`config.mk`:
```
export PLATFORM = sky130hd
export DESIGN_NAME = spcc_top
export DESIGN_NICKNAME = d
export VERILOG_FILES = /design/src/logic/spcc_pkg.sv /design/src/logic/spcc_top.sv
export SDC_FILE = /design/constraint.sdc
export NUM_CORES = 1
export LEC_CHECK = 0
export ABC_AREA = 1
export BUFFER_PORTS_ARGS = -buffer_cell sky130_fd_sc_hd__buf_2
export CORE_UTILIZATION = 45
export CTS_CLUSTER_DIAMETER = 120
export DETAILED_ROUTE_END_ITERATION = 7
export GPL_ROUTABILITY_DRIVEN = 0
export GPL_TIMING_DRIVEN = 1
export PLACE_DENSITY = 0.63
export SYNTH_ARGS = -nofsm -noshare
export SYNTH_HDL_FRONTEND = slang
export SYNTH_SLANG_ARGS = --single-unit
```
`constraint.sdc`:
```
create_clock -name aclk -period 7 [get_ports aclk]
set_input_delay 0.7 -clock aclk [delete_from_list [all_inputs] [get_ports aclk]]
set_output_delay 0.7 -clock aclk [all_outputs]
set_load 0.05 [all_outputs]
```
`src/logic/spcc_pkg.sv`:
```
// Package for the serial port control and configuration block
package spcc_pkg;
    localparam logic [3:0] SPCC_OFS_MAIN = 4'h0;
    localparam logic [3:0] SPCC_OFS_FMT = 4'h4;
    localparam logic [3:0] SPCC_OFS_EXT = 4'h8;
    localparam logic [3:0] SPCC_OFS_LINE = 4'hc;
    localparam logic [31:0] SPCC_RST_VAL = 32'h0;
    // Main, format and extension registers: writable-at-any-time bits and locked bits
    localparam logic [31:0] SPCC_MAIN_LOCK = 32'h03ff_9e00;
    localparam logic [31:0] SPCC_MAIN_MASK = 32'h0fff_ffff;
    localparam logic [31:0] SPCC_FMT_LOCK = 32'h000f_ff30;
    localparam logic [31:0] SPCC_FMT_MASK = 32'hff8f_ff70;
    localparam logic [31:0] SPCC_EXT_LOCK = 32'h0030_fb3e;
    localparam logic [31:0] SPCC_EXT_MASK = 32'h007e_ffff;
    localparam logic [31:0] SPCC_ADDR_FIELD = 32'hff00_0000;
    localparam int SPCC_B_UEN = 0;
    localparam int SPCC_B_SLEEP_WAKE_ENABLE = 1;
    localparam int SPCC_B_REN = 2;
    localparam int SPCC_B_TEN = 3;
    localparam int SPCC_B_IDLE_IRQ_EN = 4;
    localparam int SPCC_B_RXIE = 5;
    localparam int SPCC_B_TX_DONE_IRQ_EN = 6;
    localparam int SPCC_B_TX_EMPTY_IRQ_EN = 7;
    localparam int SPCC_B_PERIE = 8;
    localparam int SPCC_B_PODD = 9;
    localparam int SPCC_B_PON = 10;
    localparam int SPCC_B_WAKE = 11;
    localparam int SPCC_B_WL = 12;
    localparam int SPCC_B_MUTE = 13;
    localparam int SPCC_B_CHAR_MATCH_IRQ_EN = 14;
    localparam int SPCC_B_OVS = 15;
    localparam int SPCC_B_LAG = 16;
    localparam int SPCC_B_LEAD = 21;
    localparam int SPCC_B_RX_TIMEOUT_IRQ_EN = 26;
    localparam int SPCC_B_BLOCK_END_IRQ_EN = 27;
    localparam int SPCC_B_ADDRESS_WIDTH_SEL = 4;
    localparam int SPCC_B_BREAK_LENGTH_SEL = 5;
    localparam int SPCC_B_LBDIE = 6;
    localparam int SPCC_B_LAST_BIT_CLOCK_OUT = 8;
    localparam int SPCC_B_CPH = 9;
    localparam int SPCC_B_CPL = 10;
    localparam int SPCC_B_CKEN = 11;
    localparam int SPCC_B_STB = 12;
    localparam int SPCC_B_SWAP = 15;
    localparam int SPCC_B_RX_LEVEL_INVERT = 16;
    localparam int SPCC_B_TX_LEVEL_INVERT = 17;
    localparam int SPCC_B_DATA_VALUE_INVERT = 18;
    localparam int SPCC_B_MSB_FIRST_SEL = 19;
    localparam int SPCC_B_ADDR = 24;
    localparam int SPCC_B_DPOL = 15;
    localparam int SPCC_B_DON = 14;
    localparam logic [4:0] SPCC_OVS16 = 5'd16;
    localparam logic [4:0] SPCC_OVS8 = 5'd8;
    localparam logic [3:0] SPCC_BRK10 = 4'd10;
    localparam logic [3:0] SPCC_BRK11 = 4'd11;
    localparam logic [3:0] SPCC_BITS8 = 4'd8;
    localparam logic [3:0] SPCC_BITS9 = 4'd9;
    localparam logic [15:0] SPCC_DIV_RST = 16'h0001;
    // Line-side status inputs from the frame engine
    typedef struct packed {
        logic rx_ready_flag;
        logic overrun_flag;
        logic tx_empty_flag;
        logic tx_done_flag;
        logic parity_fault_flag;
        logic idle_flag;
        logic break_flag;
        logic char_match_flag;
        logic timeout_flag;
        logic block_end_flag;
    } spcc_flags_type;
    typedef enum logic [1:0] {
        SPCC_DE_IDLE, SPCC_DE_LEAD, SPCC_DE_BUSY, SPCC_DE_LAG
    } spcc_de_state_type;
    typedef struct packed {
        logic [31:0] main_q;
        logic [31:0] fmt_q;
        logic [31:0] ext_q;
        logic [15:0] div_q;
        logic [15:0] tick_cnt_q;
        logic [4:0] de_cnt_q;
        spcc_de_state_type de_st_q;
        logic aw_got_q;
        logic w_got_q;
        logic [3:0] aw_addr_q;
        logic [31:0] wdata_q;
        logic [3:0] wstrb_q;
        logic bvalid_q;
        logic [1:0] bresp_q;
        logic rvalid_q;
        logic [31:0] rdata_q;
        logic [1:0] rresp_q;
        logic irq_q;
        logic de_pin_q;
        logic tx_pin_q;
        logic ck_pin_q;
        logic [1:0] rx_sync_q;
        logic rx_bit_q;
        logic oe_q;
        logic tick_q;
        logic wake_q;
        logic mute_q;
        logic match_q;
        logic tx_gate_q;
        logic rx_on_q;
    } spcc_state_type;
endpackage : spcc_pkg

```
`src/logic/spcc_top.sv`:
```
// Serial port control and configuration layer with AXI4-Lite slave
//
// The AXI4-Lite interface to the registers was chosen for this implementation.
`timescale 1ns/1ps
module spcc_top (
    input wire logic aclk,
    input wire logic aresetn,
    input wire logic [3:0] s_axi_awaddr,
    input wire logic s_axi_awvalid,
    output logic s_axi_awready,
    input wire logic [31:0] s_axi_wdata,
    input wire logic [3:0] s_axi_wstrb,
    input wire logic s_axi_wvalid,
    output logic s_axi_wready,
    output logic [1:0] s_axi_bresp,
    output logic s_axi_bvalid,
    input wire logic s_axi_bready,
    input wire logic [3:0] s_axi_araddr,
    input wire logic s_axi_arvalid,
    output logic s_axi_arready,
    output logic [31:0] s_axi_rdata,
    output logic [1:0] s_axi_rresp,
    output logic s_axi_rvalid,
    input wire logic s_axi_rready,
    input wire spcc_pkg::spcc_flags_type flags,
    input wire logic [15:0] bit_divider,
    input wire logic clk_src_ok,
    input wire logic tx_frame_req,
    input wire logic tx_frame_busy,
    input wire logic tx_serial_bit,
    input wire logic sync_clk_raw,
    input wire logic rx_frame_done,
    input wire logic [8:0] rx_frame_data,
    input wire logic line_idle,
    input wire logic rx_pin,
    input wire logic tx_pin_in,
    output logic tx_pin,
    output logic tx_pin_oe,
    output logic rx_data_bit,
    output logic ck_pin,
    output logic transceiver_drive_enable,
    output logic tx_start_ok,
    output logic irq,
    output logic sleep_wake,
    output logic mute_active,
    output logic addr_match,
    output logic receiver_on,
    output logic sample_tick
);
    import spcc_pkg::*;

    spcc_state_type s_q;
    spcc_state_type s_d;
    logic tick_r;

    function automatic logic [31:0] spcc_merge(
        input logic [31:0] old_v,
        input logic [31:0] new_v,
        input logic [3:0] strb,
        input logic [31:0] wmask
    );
        logic [31:0] m;
        m = {{8{strb[3]}}, {8{strb[2]}}, {8{strb[1]}}, {8{strb[0]}}} & wmask;
        spcc_merge = (old_v & ~m) | (new_v & m);
    endfunction : spcc_merge

    function automatic logic [31:0] spcc_read(
        input logic [3:0] a,
        input spcc_state_type s
    );
        case (a)
            SPCC_OFS_MAIN: spcc_read = s.main_q;
            SPCC_OFS_FMT: spcc_read = s.fmt_q;
            SPCC_OFS_EXT: spcc_read = s.ext_q;
            SPCC_OFS_LINE: spcc_read = {16'h0,
                s.fmt_q[SPCC_B_BREAK_LENGTH_SEL] ? SPCC_BRK11 : SPCC_BRK10,
                s.main_q[SPCC_B_WL] ? SPCC_BITS9 : SPCC_BITS8,
                s.irq_q, s.match_q, s.mute_q, s.wake_q, s.tx_gate_q,
                s.rx_on_q, 2'h0};
            default: spcc_read = 32'h0;
        endcase
    endfunction : spcc_read

    always_comb
    begin
        logic en;
        logic [31:0] lock_m;
        logic [31:0] lock_f;
        logic [7:0] cmp_m;
        logic ints;
        logic wr;
        logic [4:0] ovs;
        logic [15:0] per;
        logic sel_rx;
        logic wr_ok;
        en = s_q.main_q[SPCC_B_UEN];
        lock_m = SPCC_MAIN_MASK & ~(en ? SPCC_MAIN_LOCK : 32'h0);
        lock_f = SPCC_FMT_MASK & ~(en ? SPCC_FMT_LOCK : 32'h0);
        cmp_m = 8'h0;
        ints = 1'b0;
        wr = 1'b0;
        ovs = SPCC_OVS16;
        per = 16'h0;
        sel_rx = 1'b0;
        wr_ok = 1'b0;
        s_d = s_q;
        // Write channels accepted independently, held until both seen
        if (s_axi_awvalid && !s_q.aw_got_q)
        begin
            s_d.aw_got_q = 1'b1;
            s_d.aw_addr_q = s_axi_awaddr;
        end
        if (s_axi_wvalid && !s_q.w_got_q)
        begin
            s_d.w_got_q = 1'b1;
            s_d.wdata_q = s_axi_wdata;
            s_d.wstrb_q = s_axi_wstrb;
        end
        wr = s_q.aw_got_q && s_q.w_got_q && !s_q.bvalid_q;
        if (wr)
        begin
            s_d.aw_got_q = 1'b0;
            s_d.w_got_q = 1'b0;
            s_d.bvalid_q = 1'b1;
            wr_ok = s_q.aw_addr_q[1:0] == 2'b00 &&
                s_q.aw_addr_q <= SPCC_OFS_EXT;
            s_d.bresp_q = wr_ok ? 2'b00 : 2'b10;
            case (s_q.aw_addr_q)
                SPCC_OFS_MAIN: s_d.main_q = spcc_merge(s_q.main_q,
                    s_q.wdata_q, s_q.wstrb_q, lock_m);
                SPCC_OFS_FMT:
                begin
                    if (en && s_q.main_q[SPCC_B_REN])
                        lock_f = lock_f & ~SPCC_ADDR_FIELD;
                    s_d.fmt_q = spcc_merge(s_q.fmt_q, s_q.wdata_q,
                        s_q.wstrb_q, lock_f);
                end
                SPCC_OFS_EXT: s_d.ext_q = spcc_merge(s_q.ext_q,
                    s_q.wdata_q, s_q.wstrb_q,
                    SPCC_EXT_MASK & ~(en ? SPCC_EXT_LOCK : 32'h0));
                default: s_d.bresp_q = 2'b10;
            endcase
        end
        if (s_q.bvalid_q && s_axi_bready)
            s_d.bvalid_q = 1'b0;
        if (s_axi_arvalid && !s_q.rvalid_q)
        begin
            s_d.rvalid_q = 1'b1;
            s_d.rdata_q = spcc_read(s_axi_araddr, s_q);
            s_d.rresp_q = (s_axi_araddr[1:0] == 2'b00) ? 2'b00 : 2'b10;
        end
        else if (s_q.rvalid_q && s_axi_rready)
            s_d.rvalid_q = 1'b0;

        // Sample tick: bit period split by oversampling ratio
        ovs = s_q.main_q[SPCC_B_OVS] ? SPCC_OVS8 : SPCC_OVS16;
        s_d.div_q = (bit_divider == 16'h0) ? SPCC_DIV_RST : bit_divider;
        // Constant divisors keep this a shift, not a divider
        per = (ovs == SPCC_OVS8) ? s_q.div_q / 16'(SPCC_OVS8)
            : s_q.div_q / 16'(SPCC_OVS16);
        // Bit periods shorter than the ratio tick every clock
        if (per == 16'h0)
            per = SPCC_DIV_RST;
        tick_r = 1'b0;
        if (!en)
            s_d.tick_cnt_q = 16'h0;
        else if (s_q.tick_cnt_q + 16'h1 >= per)
        begin
            s_d.tick_cnt_q = 16'h0;
            tick_r = 1'b1;
        end
        else
            s_d.tick_cnt_q = s_q.tick_cnt_q + 16'h1;

        // Drive enable sequencing, counts in sample ticks
        case (s_q.de_st_q)
            SPCC_DE_IDLE:
                if (en && s_q.ext_q[SPCC_B_DON] && tx_frame_req)
                begin
                    s_d.de_st_q = SPCC_DE_LEAD;
                    s_d.de_cnt_q = s_q.main_q[SPCC_B_LEAD +: 5];
                end
            SPCC_DE_LEAD:
                if (s_q.de_cnt_q == 5'd0)
                    s_d.de_st_q = SPCC_DE_BUSY;
                else if (tick_r)
                    s_d.de_cnt_q = s_q.de_cnt_q - 5'd1;
            SPCC_DE_BUSY:
                if (!tx_frame_busy && !tx_frame_req)
                begin
                    s_d.de_st_q = SPCC_DE_LAG;
                    s_d.de_cnt_q = s_q.main_q[SPCC_B_LAG +: 5];
                end
            SPCC_DE_LAG:
                if (s_q.de_cnt_q == 5'd0)
                    s_d.de_st_q = SPCC_DE_IDLE;
                else if (tick_r)
                    s_d.de_cnt_q = s_q.de_cnt_q - 5'd1;
            default: s_d.de_st_q = SPCC_DE_IDLE;
        endcase
        if (!en)
            s_d.de_st_q = SPCC_DE_IDLE;
        // Active level chosen by polarity bit
        s_d.de_pin_q = (s_d.de_st_q != SPCC_DE_IDLE) ^
            s_q.ext_q[SPCC_B_DPOL];
        s_d.tx_gate_q = en && s_q.main_q[SPCC_B_TEN] &&
            (!s_q.ext_q[SPCC_B_DON] || s_q.de_st_q == SPCC_DE_BUSY);

        // Pins: swap, level inversion; tx pin idle high while the port is disabled
        sel_rx = s_q.fmt_q[SPCC_B_SWAP] ? tx_pin_in : rx_pin;
        s_d.rx_sync_q = {s_q.rx_sync_q[0], sel_rx};
        s_d.rx_bit_q = s_q.rx_sync_q[1] ^ s_q.fmt_q[SPCC_B_RX_LEVEL_INVERT];
        s_d.tx_pin_q = en ? (tx_serial_bit ^ s_q.fmt_q[SPCC_B_TX_LEVEL_INVERT])
            : 1'b1;
        // Synchronous clock idles at polarity level outside frames
        s_d.ck_pin_q = (en && s_q.fmt_q[SPCC_B_CKEN] && tx_frame_busy)
            ? (sync_clk_raw ^ s_q.fmt_q[SPCC_B_CPL])
            : s_q.fmt_q[SPCC_B_CPL];
        s_d.rx_on_q = en && s_q.main_q[SPCC_B_REN];

        // Mute wake-up address compare width: 4 bits, or 7/8 by word length; addr_match compares all 8
        if (!s_q.fmt_q[SPCC_B_ADDRESS_WIDTH_SEL])
            cmp_m = 8'h0f;
        else
            cmp_m = s_q.main_q[SPCC_B_WL] ? 8'hff : 8'h7f;
        s_d.match_q = 1'b0;
        if (s_q.rx_on_q && rx_frame_done)
        begin
            if (s_q.mute_q && s_q.main_q[SPCC_B_WAKE] &&
                rx_frame_data[s_q.main_q[SPCC_B_WL] ? 8 : 7] &&
                ((rx_frame_data[7:0] ^ s_q.fmt_q[SPCC_B_ADDR +: 8])
                & cmp_m) == 8'h0)
                s_d.mute_q = 1'b0;
            if (!s_q.mute_q &&
                rx_frame_data[7:0] == s_q.fmt_q[SPCC_B_ADDR +: 8])
                s_d.match_q = 1'b1;
        end
        if (s_q.mute_q && !s_q.main_q[SPCC_B_WAKE] && line_idle)
            s_d.mute_q = 1'b0;
        if (!s_q.main_q[SPCC_B_MUTE])
            s_d.mute_q = 1'b0;
        else if (wr && s_q.aw_addr_q == SPCC_OFS_MAIN &&
            s_q.wdata_q[SPCC_B_MUTE] && !s_q.main_q[SPCC_B_MUTE])
            s_d.mute_q = 1'b1;
        s_d.wake_q = s_q.main_q[SPCC_B_SLEEP_WAKE_ENABLE] && clk_src_ok && en &&
            (s_q.match_q || flags.rx_ready_flag);

        // Interrupt request: OR of enabled events
        ints = (s_q.main_q[SPCC_B_RXIE] &&
            (flags.rx_ready_flag || flags.overrun_flag))
            || (s_q.main_q[SPCC_B_TX_EMPTY_IRQ_EN] && flags.tx_empty_flag)
            || (s_q.main_q[SPCC_B_TX_DONE_IRQ_EN] && flags.tx_done_flag)
            || (s_q.main_q[SPCC_B_PERIE] && flags.parity_fault_flag)
            || (s_q.main_q[SPCC_B_IDLE_IRQ_EN] && flags.idle_flag)
            || (s_q.fmt_q[SPCC_B_LBDIE] && flags.break_flag)
            || (s_q.main_q[SPCC_B_CHAR_MATCH_IRQ_EN] && flags.char_match_flag)
            || (s_q.main_q[SPCC_B_RX_TIMEOUT_IRQ_EN] && flags.timeout_flag)
            || (s_q.main_q[SPCC_B_BLOCK_END_IRQ_EN] && flags.block_end_flag);
        s_d.irq_q = ints;
        s_d.tick_q = tick_r;
        // Swapped pins turn the tx pad into an input
        s_d.oe_q = en && !s_q.fmt_q[SPCC_B_SWAP];
    end

    always_ff @(posedge aclk)
    begin
        if (!aresetn)
        begin
            s_q <= '0;
            s_q.de_st_q <= SPCC_DE_IDLE;
            s_q.div_q <= SPCC_DIV_RST;
            s_q.tx_pin_q <= 1'b1;
            s_q.rx_sync_q <= 2'b11;
            s_q.rx_bit_q <= 1'b1;
        end
        else
            s_q <= s_d;
    end

    assign s_axi_awready = !s_q.aw_got_q;
    assign s_axi_wready = !s_q.w_got_q;
    assign s_axi_bvalid = s_q.bvalid_q;
    assign s_axi_bresp = s_q.bresp_q;
    assign s_axi_arready = !s_q.rvalid_q;
    assign s_axi_rvalid = s_q.rvalid_q;
    assign s_axi_rdata = s_q.rdata_q;
    assign s_axi_rresp = s_q.rresp_q;
    assign tx_pin = s_q.tx_pin_q;
    assign tx_pin_oe = s_q.oe_q;
    assign rx_data_bit = s_q.rx_bit_q;
    assign ck_pin = s_q.ck_pin_q;
    assign transceiver_drive_enable = s_q.de_pin_q;
    assign tx_start_ok = s_q.tx_gate_q;
    assign irq = s_q.irq_q;
    assign sleep_wake = s_q.wake_q;
    assign mute_active = s_q.mute_q;
    assign addr_match = s_q.match_q;
    assign receiver_on = s_q.rx_on_q;
    assign sample_tick = s_q.tick_q;

    // Bit order, data invert, stop length, parity and clock phase stay
    // plain register bits for the frame engine

    property p_lead;
        @(posedge aclk) disable iff (!aresetn)
        (s_q.de_st_q == SPCC_DE_IDLE && s_d.de_st_q == SPCC_DE_LEAD)
        |=> s_q.de_cnt_q == s_q.main_q[SPCC_B_LEAD +: 5];
    endproperty
    a_lead: assert property (p_lead)
        else $error("lead count wrong");
    property p_lag;
        @(posedge aclk) disable iff (!aresetn)
        (s_q.de_st_q == SPCC_DE_LAG && s_q.de_cnt_q != 5'd0 && tick_r
        && s_q.main_q[SPCC_B_UEN]) |=> s_q.de_cnt_q == $past(s_q.de_cnt_q) - 5'd1;
    endproperty
    a_lag: assert property (p_lag) else $error("lag count wrong");
    property p_lock;
        @(posedge aclk) disable iff (!aresetn)
        (s_q.main_q[SPCC_B_UEN] && s_d.main_q[SPCC_B_UEN])
        |=> s_q.main_q[SPCC_B_OVS] == $past(s_q.main_q[SPCC_B_OVS]);
    endproperty
    a_lock: assert property (p_lock)
        else $error("locked bit changed");
    property p_irq;
        @(posedge aclk) disable iff (!aresetn)
        (s_q.main_q[SPCC_B_RXIE] && flags.overrun_flag) |=> s_q.irq_q;
    endproperty
    a_irq: assert property (p_irq) else $error("irq missing");
    property p_addr;
        @(posedge aclk) disable iff (!aresetn)
        (s_q.rx_on_q && s_q.main_q[SPCC_B_REN] && s_q.main_q[SPCC_B_UEN])
        ##1 (s_q.main_q[SPCC_B_REN] && s_q.main_q[SPCC_B_UEN])
        |-> s_q.fmt_q[31:24] == $past(s_q.fmt_q[31:24]);
    endproperty
    a_addr: assert property (p_addr)
        else $error("address changed");
    property p_de;
        @(posedge aclk) disable iff (!aresetn)
        !s_q.main_q[SPCC_B_UEN] |=> s_q.de_st_q == SPCC_DE_IDLE;
    endproperty
    a_de: assert property (p_de) else $error("drive not idle");
    property p_ck;
        @(posedge aclk) disable iff (!aresetn)
        !s_q.fmt_q[SPCC_B_CKEN] ##1 !s_q.fmt_q[SPCC_B_CKEN]
        |-> s_q.ck_pin_q == $past(s_q.fmt_q[SPCC_B_CPL]);
    endproperty
    a_ck: assert property (p_ck) else $error("clock idle level");
    property p_pol;
        @(posedge aclk) disable iff (!aresetn)
        (s_q.de_st_q == SPCC_DE_IDLE ##1 s_q.de_st_q == SPCC_DE_IDLE)
        |-> s_q.de_pin_q == $past(s_q.ext_q[SPCC_B_DPOL]);
    endproperty
    a_pol: assert property (p_pol) else $error("drive polarity");
endmodule : spcc_top

```
==> results.toml, run 1 <==
[pwr]
irDropWorstVdd_mv = 0.172
p_int_mw = 2.01
p_leak_nw = 4.31
pwr-share-comb = 0.070
pwr-share-clk = 0.469
switchingPower_uw = 603
power.density_nw_per_um2 = 252
p_sw_frac = 0.231
seq_power_share = 0.461

[setup_path]
cpPeakStageDelay_ns = 0.72
crit_chain = "inv_1 > o21ai_0 > nand3_1 > o41ai_1 > ha_1 > inv_1 > nand2_1 > nand2_1 > nand2_1 > nand2_1 > nand2_1 > nand2_1 > nand2_1 > nand2_1 > nand2_1 > nand3_2 > nand4_2 > nor3_1"
crit_top_cell = "nand2_1"
r2r_cells = 18
crit_family = "simple AND/OR/NAND/NOR gates"
critPathKind = "register to register"
cp-end-kind = "register"
cp-start-kind = "register"
cp_num_buf_inv = 2
arrival_ns = 3.86
reg2reg_slack_ns = 3.54
crit_fanout = 17
cpMaxStageDelayCell = "dfxtp_1"
r2r_end = "s_q[103]"
worstPathRequired_ns = 7.41

[drt]
final_antenna_net_count = 0
finalWirelength_mm = 24.0
vias_per_cell = 5.06
drt_iter0_markers = 567
wl_per_cell_microns = 15.4
drt-pass1-iter-count = 5
vias = 7876
drcViolationCount = 0

[cells_and_area]
fin_nets = 1388
most-common-layout-cells = "dfxtp_1, inv_1, nand2_1, buf_2, o21ai_0"
synthToLayoutAreaGrowth_pct = 15.5
final_util = 0.532
fillers = 1935
fin_area_sq_um = 10400
antennaDiodeCount = 0
layout_commonest_cell = "dfxtp_1"
drive_above_1_share = 0.180

[synth]
synthesis.area_sq_um = 8960
synth-async-reset-ratio = 0
synth_cell_type_count = 47
syn_inst = 1182
synth_ff_type = "dfxtp_1"
ys_warn_count = 0
synth_seq_cells = 202
yosysSeqAreaShare = 0.451
synth_edf_count = 0
syn_area_per_cell_sq_um = 7.58

[clocking]
clock_path_buffers = 3
cts_htree_levels = 1
cts_tree = "built"
postCtsSetupBuffers = 0
cts-buffers-inserted = 23
insertion_delay_ns = 0.50
cts_resized = 0
ctsHoldBuffers = 0
path_clk_slew_ns = 0.06
clock_sinks = 202
root_buffer = "clkbuf_16"

[hold_path]
hold-path-cell-count = 2
hold_end = "s_axi_bvalid"
hold_class = "primary input to register"
worstHoldStart = "s_axi_bready"

[die]
dieArea_sq_um = 20500
core_sq_um = 19500
dieHeight_microns = 143
die_w_microns = 143
initial_core_util = 0.460
num_io_pins = 148
rows = 51

[timing]
hold_viol_final = 0
timing.final.max_slew_violations = 0
setup_tns_ns = 0
worst-slew-pin-transition_ns = 1.17
fin_crit_sh = 0.494
slew_headroom = 0.220
setup_viol = 0
rsz0062_at_grt = "false"
fmax_mhz = 289
timing.final.crit_period_ns = 3.46
fin_skew_ns = 0.0116

[placed_design]
io_buffer_count = 145
placed_area_sq_um = 9590
dp_hpwl_mm = 17.5

[flow_run]
cap_violations = 0

[grt]
grt_antenna_before_repair = 0
grt_max_degree = 83
grt_pass1_wl_mm = 37.5
grt_usage = 0.234
grt_pass1_vias = 7225
grt_overflow = 0

[run_status]
status = "finished clean"
## worst max-delay path by stage
stage,endpoint,slack (ns),cells after the start
final,s_q[103],3.54,18
after global routing,s_q[105],3.24,18
after CTS,s_q[103],3.56,18
after floorplan,s_q[104],4.40,20
after global placement,s_q[103],3.73,18
after detailed placement,s_q[103],3.55,18
## routing by layer
layer,share of wire,track usage
met2,0.42,0.362
met5,0,0
met3,0.068,0.0453
met1,0.49,0.332
met4,0.021,0.0589
## layout make-up
| class | instances | area [sq um] | share of cell area |
|---|---|---|---|
| Clock buffer | 31 | 626 | 0.0604 |
| Sequential cell | 202 | 4040 | 0.391 |
| Multi-Input combinational cell | 740 | 3850 | 0.372 |
| Clock inverter | 8 | 140 | 0.0135 |
| Inverter | 162 | 608 | 0.0587 |
| Tap cell | 265 | 332 | 0.0320 |
| Timing Repair Buffer | 149 | 756 | 0.0730 |
## cells by family after synthesis
kind of cell | count (synthesis) | share of synthesized area
AOI/OAI and AO/OA | 325 | 0.194
xor gates and xnor gates | 14 | 0.0137
adders and majority gates | 15 | 0.0209
buffers and inverters | 244 | 0.121
DFF | 202 | 0.451
muxes | 6 | 0.00670
other | 1 | 0.000419
and+or+nand+nor | 375 | 0.192
## synth_stat cells, types with 8 or more instances
library cell | n | area share
dfxtp_1 | 202 | 0.45
inv_1 | 157 | 0.066
nand2_1 | 151 | 0.063
o21ai_0 | 142 | 0.079
a21oi_1 | 131 | 0.073
nor2_1 | 129 | 0.054
buf_4 | 38 | 0.032
clkbuf_1 | 32 | 0.013
nand3_1 | 26 | 0.015
o22ai_1 | 25 | 0.017
nor2_2 | 16 | 0.011
ha_1 | 15 | 0.021
nand4_1 | 15 | 0.010
nand3_2 | 8 | 0.0089
nor3_1 | 8 | 0.0045
## power by group through the flow
stage / registers [mW] / clock network, mW / logic [mW]
floorplan: 1.22 / 0 / 0.120
CTS: 1.20 / 1.25 / 0.183
detailed placement: 1.23 / 0 / 0.182
finish: 1.20 / 1.22 / 0.183
global route: 1.21 / 1.30 / 0.204
global placement: 1.23 / 0 / 0.181
## stage by stage
step | hold slack, ns | setup WS (ns) | instances | power (mW)
after global routing | 0.386 | 3.24 | 1557 | 2.71
final | 0.402 | 3.54 | 1557 | 2.61
after CTS | 0.379 | 3.56 | 1557 | 2.64
after detailed placement | 0.404 | 3.55 | 1518 | 1.41
after floorplan | 0.393 | 4.40 | 1186 | 1.34
after global placement | 0.396 | 3.73 | 1518 | 1.41
Power figures use the tool's default switching activity.
==> run 2, diff against run 1 <==
--- a/config.mk
+++ b/config.mk
@@ -5,7 +5,7 @@
 export SDC_FILE = /design/constraint.sdc
 export NUM_CORES = 1
 export LEC_CHECK = 0
-export ABC_AREA = 1
+export ABC_AREA = 0
 export BUFFER_PORTS_ARGS = -buffer_cell sky130_fd_sc_hd__buf_2
 export CORE_UTILIZATION = 45
 export CTS_CLUSTER_DIAMETER = 120
==> constraint.sdc (replaced) <==
create_clock -name aclk -period 3.3 [get_ports aclk]
set_input_delay 0.33 -clock aclk [delete_from_list [all_inputs] [get_ports aclk]]
set_output_delay 0.33 -clock aclk [all_outputs]
set_load 0.05 [all_outputs]
==> run 2 against run 1 <==
  * Clock skew is 0.0013 ns lower
  * Combinational power is 81% higher
  * Via count is 6.3% lower
  * Global-route usage is 0.81 points lower
  * Count of clock-buffer cells in the layout stayed put
  * Final area is 0.58% lower
  * Sequential power is 110% higher
  * Power is 110% higher
  * Critical endpoint is now s_q[98]
==> results.toml, run 2 <==
[setup_path]
r2r_cells = 14
cp_num_buf_inv = 3
crit_family = "compound AO/OA/AOI/OAI gates"
cp-start-kind = "register"
critPathKind = "register to register"
worstPathRequired_ns = 3.73
arrival_ns = 3.43
crit_fanout = 11
cpMaxStageDelayCell = "or4_1"
crit_chain = "buf_6 > buf_4 > o21ai_0 > and3_1 > a41o_1 > ha_1 > nor2_1 > a21oi_1 > o41ai_2 > a211oi_1 > nor4_2 > buf_4 > or4_1 > o211ai_1"
reg2reg_slack_ns = 0.30
r2r_end = "s_q[98]"
crit_top_cell = "buf_4"
cp-end-kind = "register"
cpPeakStageDelay_ns = 0.50

[drt]
drt_iter0_markers = 586
drt-pass1-iter-count = 5
drcViolationCount = 0
wl_per_cell_microns = 16.2
final_antenna_net_count = 0
vias_per_cell = 5.29
finalWirelength_mm = 22.6
vias = 7377

[synth]
synth.area.top_cells = "dfxtp_1, mux2i_1, nand2_1"
synthXorXnorAreaFrac = 0.0240
yosys-top-cells-count = "dfxtp_1, nand2_1, a21oi_1"
synth_top_area_frac = 0.461
syn_inst = 1018
synth_fa_ha_area_frac = 0.0214
synth_top_family_by_area = "simple AND/OR/NAND/NOR gates"
synth_compound_area_frac = 0.128
yosys.area_share.simple = 0.212
yosysSeqAreaShare = 0.461
syn_area_per_cell_sq_um = 8.61
synth_seq_cells = 202
yosysMostFrequentCell = "dfxtp_1"
ys_warn_count = 0
synth_ff_type = "dfxtp_1"
synth-async-reset-ratio = 0
synthMuxAreaShare = 0.0887
synth_top_cell_by_area = "dfxtp_1"
synthesis.area_sq_um = 8760
synth_cell_type_count = 54
synth_edf_count = 0

[cells_and_area]
layout_commonest_cell = "dfxtp_1"
fillers = 1812
multi_input_area_sq_um = 4190
antennaDiodeCount = 0
fin_nets = 1229
drive_above_1_share = 0.200
most-common-layout-cells = "dfxtp_1, nand2_1, buf_2, a21oi_1, nor2_1"
synthToLayoutAreaGrowth_pct = 17.4
seq_area_sq_um = 4040

[timing]
timing.hold.ws_ns = 0.0441
setup_viol = 0
timing.final.crit_period_ns = 3.00
fin_crit_sh = 0.910
timing.final.max_slew_violations = 0
fin_skew_ns = 0.0103
fmax_mhz = 333
setup_tns_ns = 0
worst-slew-pin-transition_ns = 0.761
hold_viol_final = 0
rsz0062_at_grt = "false"
slew_headroom = 0.491

[run_status]
status = "finished clean"

[pwr]
seq_power_share = 0.468
pwr-share-comb = 0.061
pwr-share-clk = 0.470
irDropWorstVdd_mv = 0.294
switchingPower_mw = 1.24
power.density_nw_per_um2 = 526
p_sw_frac = 0.230
p_leak_nw = 4.24
p_int_mw = 4.17

[placed_design]
dp_hpwl_mm = 16.5
io_buffer_count = 145

[grt]
grt_antenna_before_repair = 0
grt_max_degree = 64
grt_overflow = 0
grt_usage = 0.226
grt_pass1_vias = 6616
grt_pass1_wl_mm = 35.9

[hold_path]
hold-path-cell-count = 3
worstHoldStart = "s_axi_awvalid"
hold_end = "s_q[93]"
hold_class = "primary input to register"

[clocking]
clock_path_buffers = 3
path_clk_slew_ns = 0.06
root_buffer = "clkbuf_16"
cts-buffers-inserted = 22
clock_sinks = 202
cts_htree_levels = 1
cts_tree = "built"
insertion_delay_ns = 0.50

[flow_run]
cap_violations = 0

[die]
rows = 50
dieArea_sq_um = 20000
die_w_microns = 142
initial_core_util = 0.464
core_sq_um = 18900
dieHeight_microns = 142
num_io_pins = 148
-- run 2: cell types whose count changed after synthesis, moves of 15 or more --
cell,delta
inv_1,-142
o21ai_0,-116
mux2i_1,+57
nor2_1,-32
nand3_1,+24
o22ai_1,-24
a21oi_1,-22
nor2b_1,+22
clkbuf_1,+18
nor2_2,-16
and2_1,+15
-- run 2: worst max-delay path by stage --
stage	from	depth (start not counted)	slack (ns)	endpoint
floorplan	register	15	0.06	s_q[106]
global placement	register	14	0.34	s_q[100]
detailed placement	register	14	0.25	s_q[100]
CTS	register	14	0.23	s_q[100]
global route	register	14	0.04	s_q[100]
finish	register	14	0.30	s_q[98]
-- run 2: final cells by class --
type / instances / area share
multi-input cells: 709 / 0.407
flip-flops and latches: 202 / 0.393
repair buffers: 168 / 0.0879
clock buffers: 31 / 0.0647
well taps: 260 / 0.0316
clock inverters: 9 / 0.00948
inverters: 16 / 0.00608
-- run 2: what timing repair did --
action	CTS	global route
buffers inserted	0	0
setup endpoints to repair	0	5
endpoints found under the hold margin	1	0
gates resized for setup	0	3
hold buffers	1	0
-- run 2: power by group through the flow --
stage                     logic, mW  registers [mW]  clock network, mW
final                         0.332            2.53               2.55
after global placement        0.329            2.59                  0
after global routing          0.367            2.54               2.69
after floorplan               0.214            2.57                  0
after CTS                     0.333            2.53               2.59
after detailed placement      0.331            2.59                  0
-- run 2: metal layers --
| metal | wire length, microns | up-vias | track usage |
|---|---|---|---|
| li1 | - | 3694 | - |
| met1 | 11200 | 3409 | 0.344 |
| met5 | 0 | - | 0 |
| met4 | 441 | 0 | 0.0594 |
| met2 | 9650 | 244 | 0.333 |
| met3 | 1330 | 30 | 0.0321 |
-- run 2: logic make-up after synthesis --
logic type,count (synthesis)
compound gates,190
xor+xnor,24
fa+ha+maj,15
buf+inv,111
flops,202
mux,71
other cells,1
simple gates,404
-- run 2: through the flow --
step / std cells / power (mW) / setup slack (ns) / instance area (sq um) / utilization
finish: 1395 / 5.41 / 0.297 / 10300 / 0.545
global route: 1395 / 5.60 / 0.0386 / 10300 / 0.545
CTS: 1395 / 5.46 / 0.228 / 10300 / 0.544
detailed placement: 1354 / 2.92 / 0.251 / 9500 / 0.503
global placement: 1354 / 2.92 / 0.339 / 9500 / 0.503
floorplan: 1022 / 2.79 / 0.0634 / 8780 / -
-- run 2: worst reg2reg max path: cells and delay by family, from the launching register on --
family	cells	cell delay (ns)
buffers and inverters	3	0.53
AND/OR/NAND/NOR	4	0.82
adder cells (fa/ha/maj)	1	0.27
AO/OA/AOI/OAI	6	0.96
flip-flops	1	0.36
==> run 3, diff against run 2 <==
==> constraint.sdc (replaced) <==
create_clock -name aclk -period 3.55 [get_ports aclk]
set_input_delay 0.355 -clock aclk [delete_from_list [all_inputs] [get_ports aclk]]
set_output_delay 0.355 -clock aclk [all_outputs]
set_load 0.05 [all_outputs]
==> run 3 against run 2 <==
  * Count of clock-buffer cells in the layout grew 4
  * Utilization shrank 0.53 points
  * Setup slack gained 0.060 ns
  * Fmax shrank 6.0%
  * Routed wire length shrank 1.6%
  * Sequential power shrank 7%
  * Clock skew is essentially flat
  * Combinational power shrank 9.9%
  * Global-route usage shrank 0.37 points
  * Critical endpoint is now s_q[110]
  * Largest cell class unchanged
  * Largest power group is now registers
==> results.toml, run 3 (same netlist as run 2, synthesis figures left out) <==
[placed_design]
dp_hpwl_mm = 16.2
place_ws_ns = 0.402
io_buffer_count = 145

[drt]
drcViolationCount = 0
drt-pass1-iter-count = 6
vias_per_cell = 5.27
final_antenna_net_count = 0
drt_iter0_markers = 490
finalWirelength_mm = 22.2
vias = 7301
wl_per_cell_microns = 16.0

[die]
initial_core_util = 0.464
dieArea_sq_um = 20000
num_io_pins = 148
core_sq_um = 18900
rows = 50
dieHeight_microns = 142
die_w_microns = 142

[clocking]
root_buffer = "clkbuf_16"
insertion_delay_ns = 0.50
cts_resized = 0
cts_htree_levels = 1
cts_tree = "built"
cts-buffers-inserted = 23
ctsHoldBuffers = 0
clock_sinks = 202
path_clk_slew_ns = 0.06
clock_path_buffers = 3
postCtsSetupBuffers = 0

[timing]
fmax_mhz = 313
setup_tns_ns = 0
timing.final.crit_period_ns = 3.19
rsz0062_at_grt = "false"
hold_viol_final = 0
setup_viol = 0
worst-slew-pin-transition_ns = 0.991
fin_crit_sh = 0.899
timing.final.max_slew_violations = 0
fin_skew_ns = 0.00988
slew_headroom = 0.339
setup_ws_ns = 0.357

[setup_path]
crit_family = "simple AND/OR/NAND/NOR gates"
cpMaxStageDelayCell = "nand3_1"
cpPeakStageDelay_ns = 0.45
crit_fanout = 18
crit_chain = "buf_4 > mux2i_1 > nand4_1 > nor2_1 > a41o_1 > ha_1 > nor2_1 > a21oi_1 > o41ai_1 > a211oi_1 > nor4_2 > nand3_1 > nor2b_1"
cp-start-kind = "register"
crit_top_cell = "nor2_1"
critPathKind = "register to register"
cp-end-kind = "register"
worstPathRequired_ns = 3.97
cp_num_buf_inv = 1
arrival_ns = 3.62

[hold_path]
hold_class = "primary input to register"

[grt]
grt_antenna_before_repair = 1
grt_pass1_wl_mm = 35.7
grt_pass1_vias = 6665
grt_max_degree = 96
grt_overflow = 0
grt_usage = 0.223

[cells_and_area]
drive_above_1_share = 0.190
synthToLayoutAreaGrowth_pct = 16.3
layout_commonest_cell = "dfxtp_1"
most-common-layout-cells = "dfxtp_1, nand2_1, buf_2, a21oi_1, nor2_1"
fin_nets = 1219

[pwr]
power.density_nw_per_um2 = 489
irDropWorstVdd_mv = 0.282
p_leak_nw = 4.17

[run_status]
status = "finished clean"

[flow_run]
cap_violations = 0
==> run 3: cell types whose count changed in the layout (fill, tap and decap cells not counted), sizes merged <==
cell | before | now
clkbuf | 31 | 35
dlygate4sd3 | 1 | 0
diode | 0 | 2
clkinv | 6 | 3
bufinv | 2 | 1
buf | 167 | 157
==> run 3: final cells by class <==
cell class / count / area (sq um)
Antenna cell: 2 / 5.00
Clock buffer: 35 / 701
Clock inverter: 5 / 52.6
Fill cell: 1832 / 8700
Inverter: 16 / 62.6
Multi-Input combinational cell: 709 / 4190
Sequential cell: 202 / 4040
Tap cell: 260 / 325
Timing Repair Buffer: 157 / 816
==> run 3: power by group <==
part | total, mW | switching [mW] | internal (mW) | leakage, nW
sequential | 2.36 | 0.0447 | 2.31 | 1.64
clock | 2.32 | 0.901 | 1.42 | 0.372
combinational | 0.299 | 0.193 | 0.106 | 2.16
==> run 3: worst paths after layout <==
kind	startpoint	endpoint	slack, ns	cells after the start
setup / recovery	register	s_q[110]	0.36	13
hold reg to reg	s_d[9]	s_q[9]	0.41	1
setup reg to reg	register	s_q[110]	0.36	13
hold / removal	s_axi_rready	s_axi_rvalid	0.05	2
==> run 3: worst reg2reg max path: stages (launching register included) <==
cell and delay (ns):
dfxtp_1 0.30, buf_4 0.25, mux2i_1 0.28, nand4_1 0.12, nor2_1 0.14, a41o_1 0.19, ha_1 0.22, nor2_1 0.08
a21oi_1 0.07, o41ai_1 0.31, a211oi_1 0.14, nor4_2 0.34, nand3_1 0.45, nor2b_1 0.24
==> run 3: routing by layer <==
metal | up-vias | share of wire | global-route usage
met4 | 0 | 0.020 | 0.0509
met3 | 31 | 0.065 | 0.0378
met2 | 229 | 0.41 | 0.326
met5 | - | 0 | 0
li1 | 3673 | - | -
met1 | 3368 | 0.50 | 0.338
==> run 3: stage by stage <==
stage / total power, mW / cell area, sq um / hold slack, ns / util / cells
6_report: 4.98 / 10200 / 0.0464 / 0.539 / 1386
5_1_grt: 5.17 / 10200 / 0.0356 / 0.539 / 1385
4_1_cts: 5.03 / 10200 / 0.0354 / 0.539 / 1384
3_5_place_dp: 2.71 / 9430 / 0.396 / 0.499 / 1344
3_3_place_gp: 2.70 / 9430 / 0.397 / 0.499 / 1344
2_1_floorplan: 2.59 / 8780 / 0.386 / - / 1022
